**src/wpc_pkg.sv**
```systemverilog
// package: register map, field positions and reset values of the guard block
package wpc_pkg;
    // ------------------------------------------------------------
    // register map
    // ------------------------------------------------------------
    localparam logic [7:0] WPC_OFS_WRITE_PROTECT_CLEAR = 8'h00;
    localparam logic [7:0] WPC_OFS_WRITE_PROTECT_SET = 8'h04;
    localparam logic [31:0] WPC_RESET_VALUE = 32'h0080_0000;
    // ------------------------------------------------------------
    // field positions
    // ------------------------------------------------------------
    localparam int WPC_POS_EVENT = 1;
    localparam int WPC_POS_SERIAL_LO = 2;
    localparam int WPC_NUM_SERIAL = 6;
    localparam int WPC_POS_TIMER_LO = 8;
    localparam int WPC_NUM_TIMER = 8;
    localparam int WPC_POS_ADC = 16;
    localparam int WPC_POS_COMPARATOR = 17;
    localparam int WPC_POS_DAC = 18;
    localparam int WPC_POS_TOUCH = 19;
    localparam logic [31:0] WPC_GUARD_MASK = 32'h000f_fffe;
    localparam logic [31:0] WPC_UNMAPPED_READ = 32'h0000_0000;
    // ------------------------------------------------------------
    // apb access kinds
    // ------------------------------------------------------------
    typedef enum logic [1:0] {
        WPC_ACC_NONE,
        WPC_ACC_CLEAR,
        WPC_ACC_SET,
        WPC_ACC_BAD
    } wpc_access_e;
endpackage : wpc_pkg

```
**src/wpc_guard_bit.sv**
```systemverilog
// module: one protection flag with write-one-to-clear and set inputs
`timescale 1ns/1ps
module wpc_guard_bit
    import wpc_pkg::*;
#(
    parameter logic RESET_BIT = 1'b0
) (
    // clock and reset
    input wire logic clk,
    input wire logic reset_n,
    input wire logic clk_en,
    // write strobes
    input wire logic clear_hit,
    input wire logic set_hit,
    input wire logic wdata_bit,
    // state
    output logic protect
);
    // a one clears on clear_hit and sets on set_hit; zero writes leave the flag alone
    always_ff @(posedge clk or negedge reset_n) begin
        if (!reset_n) begin
            protect <= RESET_BIT;
        end else if (clk_en) begin
            if (clear_hit && wdata_bit) begin
                protect <= 1'b0;
            end else if (set_hit && wdata_bit) begin
                protect <= 1'b1;
            end
        end
    end
endmodule : wpc_guard_bit

```
**src/wpc_top.sv**
```systemverilog
// module: peripheral write protection clear register behind an apb slave
// ------------------------------------------------------------
// Functional notes
// - 32-bit clear register at offset zero, reset value 0x00800000.
// - writing zero to a guard bit leaves its protection unchanged.
// - writing one to a guard bit removes that peripheral's protection.
// - reading a guard bit gives one if protected, zero if not.
// - bits 15..8 guard timer/counters seven down to zero.
// - bits 7..2 guard serial interfaces five..zero; bit 1 events.
// ------------------------------------------------------------
//
// Implementation choice: register access over APB.
`timescale 1ns/1ps
module wpc_top
    import wpc_pkg::*;
(
    // clock and reset
    input wire logic CLOCK,
    input wire logic RESET_N,
    input wire logic CLOCK_EN,
    // apb slave
    input wire logic PSEL,
    input wire logic PENABLE,
    input wire logic PWRITE,
    input wire logic [7:0] PADDR,
    input wire logic [31:0] PWDATA,
    output logic [31:0] PRDATA,
    output logic PREADY,
    output logic PSLVERR,
    // protection state toward the peripherals
    output logic TOUCH_CONTROLLER_GUARD,
    output logic DAC_GUARD,
    output logic COMPARATOR_GUARD,
    output logic ADC_GUARD,
    output logic [WPC_NUM_TIMER-1:0] TIMER_COUNTER_GUARD,
    output logic [WPC_NUM_SERIAL-1:0] SERIAL_INTERFACE_GUARD,
    output logic EVENT_SYSTEM_GUARD
);
    // ------------------------------------------------------------
    // address decode
    // ------------------------------------------------------------
    wpc_access_e access;
    logic setup;
    logic clear_hit;
    logic set_hit;
    logic [31:0] write_protect_clear;
    logic [31:0] read_value;
    logic unmapped;

    // no wait state: the answer is given in the cycle after setup
    assign setup = PSEL && !PENABLE;

    // state moves only at the access edge, never during setup
    always_comb begin
        access = WPC_ACC_NONE;
        if (PSEL && PENABLE && PREADY) begin
            case (PADDR)
                WPC_OFS_WRITE_PROTECT_CLEAR: access = WPC_ACC_CLEAR;
                WPC_OFS_WRITE_PROTECT_SET: access = WPC_ACC_SET;
                default: access = WPC_ACC_BAD;
            endcase
        end
    end

    assign clear_hit = (access == WPC_ACC_CLEAR) && PWRITE;
    assign set_hit = (access == WPC_ACC_SET) && PWRITE;

    // ------------------------------------------------------------
    // guard flags
    // ------------------------------------------------------------
    // reserved bits hold their reset constant and ignore writes
    genvar i;
    generate
        for (i = 0; i < 32; i++) begin : g_bit
            if (WPC_GUARD_MASK[i]) begin : g_guard
                wpc_guard_bit #(
                    .RESET_BIT(WPC_RESET_VALUE[i])
                ) u_bit (
                    .clk(CLOCK),
                    .reset_n(RESET_N),
                    .clk_en(CLOCK_EN),
                    .clear_hit(clear_hit),
                    .set_hit(set_hit),
                    .wdata_bit(PWDATA[i]),
                    .protect(write_protect_clear[i])
                );
            end else begin : g_resv
                assign write_protect_clear[i] = WPC_RESET_VALUE[i];
            end
        end
    endgenerate

    // both mapped words read back the live protection state
    always_comb begin
        case (PADDR)
            WPC_OFS_WRITE_PROTECT_CLEAR: read_value = write_protect_clear;
            WPC_OFS_WRITE_PROTECT_SET: read_value = write_protect_clear;
            default: read_value = WPC_UNMAPPED_READ;
        endcase
    end

    // ------------------------------------------------------------
    // apb answer
    // ------------------------------------------------------------
    always_ff @(posedge CLOCK or negedge RESET_N) begin
        if (!RESET_N) begin
            PREADY <= 1'b0;
        end else if (CLOCK_EN) begin
            PREADY <= setup;
        end
    end

    // unmapped words answer with an error and never touch state
    assign unmapped = (PADDR != WPC_OFS_WRITE_PROTECT_CLEAR) &&
                      (PADDR != WPC_OFS_WRITE_PROTECT_SET);

    // read data stands only in the access cycle; zero otherwise
    always_ff @(posedge CLOCK or negedge RESET_N) begin
        if (!RESET_N) begin
            PRDATA <= 32'h0000_0000;
        end else if (CLOCK_EN) begin
            if (setup && !PWRITE) begin
                PRDATA <= read_value;
            end else begin
                PRDATA <= 32'h0000_0000;
            end
        end
    end

    always_ff @(posedge CLOCK or negedge RESET_N) begin
        if (!RESET_N) begin
            PSLVERR <= 1'b0;
        end else if (CLOCK_EN) begin
            PSLVERR <= setup && unmapped;
        end
    end

    // ------------------------------------------------------------
    // field views of the live register
    // ------------------------------------------------------------
    // named slices keep the output flops free of index arithmetic
    logic touch_now;
    logic dac_now;
    logic comparator_now;
    logic adc_now;
    logic [WPC_NUM_TIMER-1:0] timer_now;
    logic [WPC_NUM_SERIAL-1:0] serial_now;
    logic event_now;

    assign touch_now = write_protect_clear[WPC_POS_TOUCH];
    assign dac_now = write_protect_clear[WPC_POS_DAC];
    assign comparator_now = write_protect_clear[WPC_POS_COMPARATOR];
    assign adc_now = write_protect_clear[WPC_POS_ADC];
    assign timer_now =
        write_protect_clear[WPC_POS_TIMER_LO +: WPC_NUM_TIMER];
    assign serial_now =
        write_protect_clear[WPC_POS_SERIAL_LO +: WPC_NUM_SERIAL];
    assign event_now = write_protect_clear[WPC_POS_EVENT];

    // ------------------------------------------------------------
    // outputs toward the peripherals
    // ------------------------------------------------------------
    // registered copies keep the outputs flop-driven; they run one
    // cycle behind the register, so a guarded peripheral still sees
    // protection for one cycle after the clearing write lands
    always_ff @(posedge CLOCK or negedge RESET_N) begin
        if (!RESET_N) begin
            TOUCH_CONTROLLER_GUARD <= WPC_RESET_VALUE[WPC_POS_TOUCH];
        end else if (CLOCK_EN) begin
            TOUCH_CONTROLLER_GUARD <= touch_now;
        end
    end

    always_ff @(posedge CLOCK or negedge RESET_N) begin
        if (!RESET_N) begin
            DAC_GUARD <= WPC_RESET_VALUE[WPC_POS_DAC];
        end else if (CLOCK_EN) begin
            DAC_GUARD <= dac_now;
        end
    end

    always_ff @(posedge CLOCK or negedge RESET_N) begin
        if (!RESET_N) begin
            COMPARATOR_GUARD <= WPC_RESET_VALUE[WPC_POS_COMPARATOR];
        end else if (CLOCK_EN) begin
            COMPARATOR_GUARD <= comparator_now;
        end
    end

    always_ff @(posedge CLOCK or negedge RESET_N) begin
        if (!RESET_N) begin
            ADC_GUARD <= WPC_RESET_VALUE[WPC_POS_ADC];
        end else if (CLOCK_EN) begin
            ADC_GUARD <= adc_now;
        end
    end

    always_ff @(posedge CLOCK or negedge RESET_N) begin
        if (!RESET_N) begin
            TIMER_COUNTER_GUARD <=
                WPC_RESET_VALUE[WPC_POS_TIMER_LO +: WPC_NUM_TIMER];
        end else if (CLOCK_EN) begin
            TIMER_COUNTER_GUARD <= timer_now;
        end
    end

    always_ff @(posedge CLOCK or negedge RESET_N) begin
        if (!RESET_N) begin
            SERIAL_INTERFACE_GUARD <=
                WPC_RESET_VALUE[WPC_POS_SERIAL_LO +: WPC_NUM_SERIAL];
        end else if (CLOCK_EN) begin
            SERIAL_INTERFACE_GUARD <= serial_now;
        end
    end

    always_ff @(posedge CLOCK or negedge RESET_N) begin
        if (!RESET_N) begin
            EVENT_SYSTEM_GUARD <= WPC_RESET_VALUE[WPC_POS_EVENT];
        end else if (CLOCK_EN) begin
            EVENT_SYSTEM_GUARD <= event_now;
        end
    end
endmodule : wpc_top

```
**config.mk**
```make
export PLATFORM = sky130hd
export DESIGN_NAME = wpc_top
export DESIGN_NICKNAME = d
export VERILOG_FILES = /design/src/wpc_pkg.sv /design/src/wpc_guard_bit.sv /design/src/wpc_top.sv
export SDC_FILE = /design/constraint.sdc
export NUM_CORES = 1
export LEC_CHECK = 0
export BUFFER_PORTS_ARGS = -buffer_cell sky130_fd_sc_hd__buf_4
export CORE_MARGIN = 2
export CORE_UTILIZATION = 40
export CTS_BUF_LIST = sky130_fd_sc_hd__clkbuf_8
export DETAILED_ROUTE_END_ITERATION = 12
export PLACE_DENSITY_LB_ADDON = 0.25
export SYNTH_ARGS = -nofsm -noshare
export SYNTH_HDL_FRONTEND = slang
export SYNTH_HIERARCHICAL = 1
export SYNTH_SLANG_ARGS = --single-unit
```
**constraint.sdc**
```tcl
create_clock -name CLOCK -period 3.45 [get_ports CLOCK]
set_input_delay 0.345 -clock CLOCK [delete_from_list [all_inputs] [get_ports CLOCK]]
set_output_delay 0.345 -clock CLOCK [all_outputs]
set_load 0.02 [all_outputs]
```
### Word level (Yosys, flattened, before mapping)

Cells that the tools add are included.

* register bits: 72
* output and inout bits: 53
* logic and storage cells: 164

* equal/unequal tests: 4
* multiplexer cells: 42
* reductions and logical operators: 89

Operators with widths (count)
* two-way mux 24 bit: 2
* logical AND 1 bit: 46
* two-way mux 1 bit: 38
* AND reduction 2 bit: 19
* nonzero test 2 bit: 19
* equality test 8 x 3 -> 1 bit, second input constant: 1
* logical NOT 8 bit: 1
* != test 8 x 3 -> 1 bit, second input constant: 1
* nonzero test 8 bit: 1
* one-hot mux 2 bit (2 select lines): 1
* equality test 2 x 1 -> 1 bit, second input constant: 1
* equality test 2 bit, second input constant: 1
* logical NOT 1 bit: 2
* two-way mux 2 bit: 1
* OR reduction 2 bit: 1

### Longest topological paths before layout

* depth in word-level cells: 8
* gate-level depth with buffers: 5
* mapped depth without buffers: 5

### Hierarchy

The synthesis kept the hierarchy.

Modules (own cells, without submodules)
* wpc_top: times used 1, cells an instance 136, area an instance 1770.4 um2, seq. area each 1026.0 um2
* wpc_guard_bit: times used 19, cells an instance 3, area an instance 37.5 um2, seq. area each 25.0 um2

### Worst setup path before layout

OpenSTA, ideal clock, no wires.

* kind: in2reg
* start point: in PADDR[4]
* end point: reg g_bit[10].g_guard.u_bit.protect
* arrival: 2556 ps
* required time: 3367 ps
* slack: 811 ps
* cell stages on the path: 5
* path through: or4_4 or2_2 nor3_1 a31oi_1 a31oi_1

* word-level cells in the longest chain between the ends: 8

RTL lines
* start: declaration: line wpc_top.sv:25 `input wire logic [7:0] PADDR,`
* equality test 8 x 3 -> 1 bit or logical NOT 8 bit (tied branches): line wpc_top.sv:57 `case (PADDR)`
* one-hot mux 2 bit (2 select lines) (*): line wpc_top.sv:57
* two-way mux 2 bit (*): line wpc_top.sv:56 `if (PSEL && PENABLE && PREADY) begin`
* equality test 2 bit (*): line wpc_top.sv:66 `assign set_hit = (access == WPC_ACC_SET) && PWRITE;`
* logical AND 1 bit (*): line wpc_top.sv:66
* net set_hit: line wpc_top.sv:45 `logic set_hit;`
* logical AND 1 bit (*): line wpc_guard_bit.sv:26 `end else if (set_hit && wdata_bit) begin`
* nonzero test 2 bit (no source line) (*)
* AND reduction 2 bit (no source line) (*)
* end signal: assignment: line wpc_guard_bit.sv:22 `protect <= RESET_BIT;`
* end signal: assignment: line wpc_guard_bit.sv:25 `protect <= 1'b0;`
* end signal: assignment: line wpc_guard_bit.sv:27 `protect <= 1'b1;`
* end: declaration: line wpc_guard_bit.sv:17 `output logic protect`

Mark *: on every way through the listed nets, which the timed path passes. The rest lies on a longest branch.
A chain may end at the register's enable or synchronous reset.

### Worst setup path in the final report

* start point: in PADDR[4]
* end point: reg g_bit[19].g_guard.u_bit.protect

* word-level cells in the longest chain between the ends: 8

RTL lines
* equality test 8 x 3 -> 1 bit or logical NOT 8 bit (tied branches): line wpc_top.sv:57
* one-hot mux 2 bit (2 select lines) (*): line wpc_top.sv:57
* two-way mux 2 bit (*): line wpc_top.sv:56
* equality test 2 x 1 -> 1 bit (*): line wpc_top.sv:65 `assign clear_hit = (access == WPC_ACC_CLEAR) && PWRITE;`
* logical AND 1 bit (*): line wpc_top.sv:65
* net clear_hit: line wpc_top.sv:44 `logic clear_hit;`
* logical AND 1 bit (*): line wpc_guard_bit.sv:24 `if (clear_hit && wdata_bit) begin`
* nonzero test 2 bit (no source line)
* AND reduction 2 bit (no source line)
* end signal: assignment: line wpc_guard_bit.sv:22
* end signal: assignment: line wpc_guard_bit.sv:25
* end signal: assignment: line wpc_guard_bit.sv:27
* end: declaration: line wpc_guard_bit.sv:17

Marks and branches as above.

==> impl_metrics.json <==
{
  "ir_drop_mv": 0.348,
  "setup_viol": 0,
  "tightest_slew_ns": 0.942,
  "drc": 0,
  "yosysWarningCount": 6,
  "synth_cell_types": 23,
  "fillers": 553,
  "cp-end-kind": "flop",
  "root_buffer": "clkbuf_8",
  "grt_start_max_net_pins": 100,
  "final.setup.tns_ns": 0,
  "grt_pass1_wl_mm": 8.49,
  "gr-total-overflow": 0,
  "synth_top_area_share_pct": 60.5,
  "power_frac_comb_pct": 6.8,
  "synth.avg_cell_area_um2": 12.9,
  "switching_share_pct": 23.0,
  "io_pins": 99,
  "crit_type": "in2reg",
  "rr_startpoint": "PREADY",
  "slew_headroom_pct": 37.2,
  "clock_tree.buffer_depth": 2,
  "portBuffers": 73,
  "drtIter0Drc": 136,
  "final_common_cell": "buf_4",
  "reg2regPathDepth": 4,
  "r2r-end": "g_bit[19].g_guard.u_bit/protect",
  "netSwitchingPower_w": 0.000308,
  "dpl.hpwl_mm": 3.28,
  "cts.clk_slew.worst_paths_ns": 0.06,
  "vias_per_cell": 5.20,
  "maxCapViolations": 0,
  "vias": 1821,
  "cts_resized": 0,
  "synth_area_leaders": "dfrtp_1 60%, a31oi_1 9.6%, mux2_2 8.6%",
  "grt_pass1_vias": 1756,
  "status": "complete, no violations",
  "fin_cells": 350,
  "cts_buffers": 9,
  "critPathMaxFanout": 11,
  "cell_internal_pwr_w": 0.00103,
  "total_power_w": 0.00134,
  "ys_seq_elements": 60,
  "area_growth_pct": 30.5,
  "fin_skew_ns": 0.00604,
  "drt-pass1-iter-count": 6,
  "final_nets": 317,
  "initial_core_util_pct": 41.7,
  "p_clk_share_pct": 40.1,
  "worstPathArrival_ns": 2.27,
  "seq_area_frac_synth_pct": 60.5,
  "cts_setup_buffers": 0,
  "hold-worst-slack_ns": 0.0808,
  "power_density_nw_per_um2": 412,
  "ant_nets": 0,
  "seqPwrFrac_pct": 53.1,
  "synth.largest_area_cell": "dfrtp_1",
  "grt_usage_pct": 16.9,
  "die_area_um2": 6860,
  "p_leak_nw": 1.66,
  "routabilityCongestion": 0.702,
  "synthesis.area_um2": 2480,
  "die_w_um": 82.8,
  "dpl_worst_slack_ns": 0.972,
  "n_antenna_cell": 0,
  "cts_tree": "done",
  "row_count": 28,
  "start_kind": "primary input",
  "dp_cells": 335,
  "wl_per_cell_um": 14.5,
  "hold_path_class": "in2async",
  "synth_cells": 193,
  "final_cell_mix": "76 x buf_4, 60 x dfrtp_1, 38 x a31oi_1, 19 x nor2b_1, 19 x mux2_2",
  "timing.fmax_mhz": 475,
  "worst-endpoint-required_ns": 3.62,
  "drive_gt1_share_pct": 44.4,
  "period_share_pct": 61.0,
  "finalHoldViolations": 0,
  "cts.htree.levels": 3,
  "holdBufCountCts": 0,
  "rsz0062_at_grt": "no",
  "antenna_found_initial": 0,
  "drv_slew": 0,
  "fin_crit_ns": 2.10,
  "insertion_delay_ns": 0.33,
  "routed_wl_mm": 5.09,
  "setup_ws_ns": 1.35,
  "clock_sinks": 60,
  "dieHeight_um": 82.8,
  "reg2reg_slack_ns": 1.86,
  "core_region_area_um2": 5960
}
==> flip-flops by register name (all words and copies together) (netlist names) <==
name / count
TIMER_COUNTER_GUARD: 8
EVENT_SYSTEM_GUARD: 1
ADC_GUARD: 1
PSLVERR: 1
COMPARATOR_GUARD: 1
PREADY: 1
DAC_GUARD: 1
PRDATA: 20
g_bit.g_guard.u_bit/protect: 19
TOUCH_CONTROLLER_GUARD: 1
SERIAL_INTERFACE_GUARD: 6
==> stage by stage <==
step / util (%) / area (um2)
5_1_grt: 54.4 / 3240
4_1_cts: 54.4 / 3240
2_1_floorplan: - / 2520
6_report: 54.4 / 3240
3_5_place_dp: 51.6 / 3070
3_3_place_gp: 51.6 / 3070
==> worst max-delay path, stage by stage <==
cell     delay [ns]
buf_4          0.11
or4_4          0.55
or2_2          0.33
nor3_2         0.52
buf_4          0.30
a31oi_1        0.11
==> layer usage <==
layer / global-route usage, % / vias to the layer above / part of all wire [%]
li1: - / 863 / -
met1: 20.0 / 891 / 43
met2: 28.1 / 60 / 49
met3: 7.25 / 7 / 6.9
met4: 4.92 / 0 / 1.1
met5: 0 / - / 0
==> Yosys cell counts <==
library cell,number
a31o_1,10
a31o_2,9
a31oi_1,38
buf_4,12
buf_6,1
clkbuf_1,7
conb_1,1
dfrtp_1,60
inv_1,4
mux2_2,19
nand2b_1,1
nand3b_1,1
nand4_1,1
nor2_1,1
nor2b_1,19
nor3_1,2
nor4_4,1
o21ai_0,1
o22ai_1,1
o32ai_1,1
or2_2,1
or3_1,1
or4_4,1
==> cells by family (layout without fill, tap and decap cells) <==
family | Yosys count | count (layout) | synth area share, %
other | 1 | 12 | 0.151
AO/OA/AOI/OAI | 60 | 60 | 17.1
AND/OR/NAND/NOR | 29 | 29 | 7.96
buffers and inverters | 24 | 95 | 5.74
multiplexers | 19 | 19 | 8.61
flip-flops | 60 | 60 | 60.5
==> worst max-delay path by stage <==
| stage | from | endpoint | slack [ns] |
|---|---|---|---|
| finish | PADDR[4] | g_bit[19].g_guard.u_bit/protect | 1.35 |
| global route | PADDR[4] | g_bit[17].g_guard.u_bit/protect | 1.20 |
| CTS | PADDR[4] | g_bit[19].g_guard.u_bit/protect | 1.33 |
| detailed placement | PADDR[4] | g_bit[19].g_guard.u_bit/protect | 0.97 |
| global placement | PADDR[4] | g_bit[16].g_guard.u_bit/protect | 0.98 |
| floorplan | PADDR[4] | g_bit[10].g_guard.u_bit/protect | 0.81 |
==> power by group through the flow <==
stage | logic (W) | clock network [W] | registers [W]
after floorplan | 0.0000415 | 0 | 0.000724
after global placement | 0.0000911 | 0 | 0.000721
after detailed placement | 0.0000923 | 0 | 0.000721
after CTS | 0.0000924 | 0.000555 | 0.000709
after global routing | 0.000100 | 0.000589 | 0.000709
final | 0.0000912 | 0.000535 | 0.000709
==> final cells by class <==
cell class,count,area (um2),share of cell area [%]
timing repair buffer,76,571,17.6
tap,75,93.8,2.90
clock buffer,11,151,4.67
multi-input combinational,120,891,27.5
clock inverter,4,17.5,0.541
inverter,4,15.0,0.463
sequential,60,1500,46.3
Power figures use the tool's default switching activity.
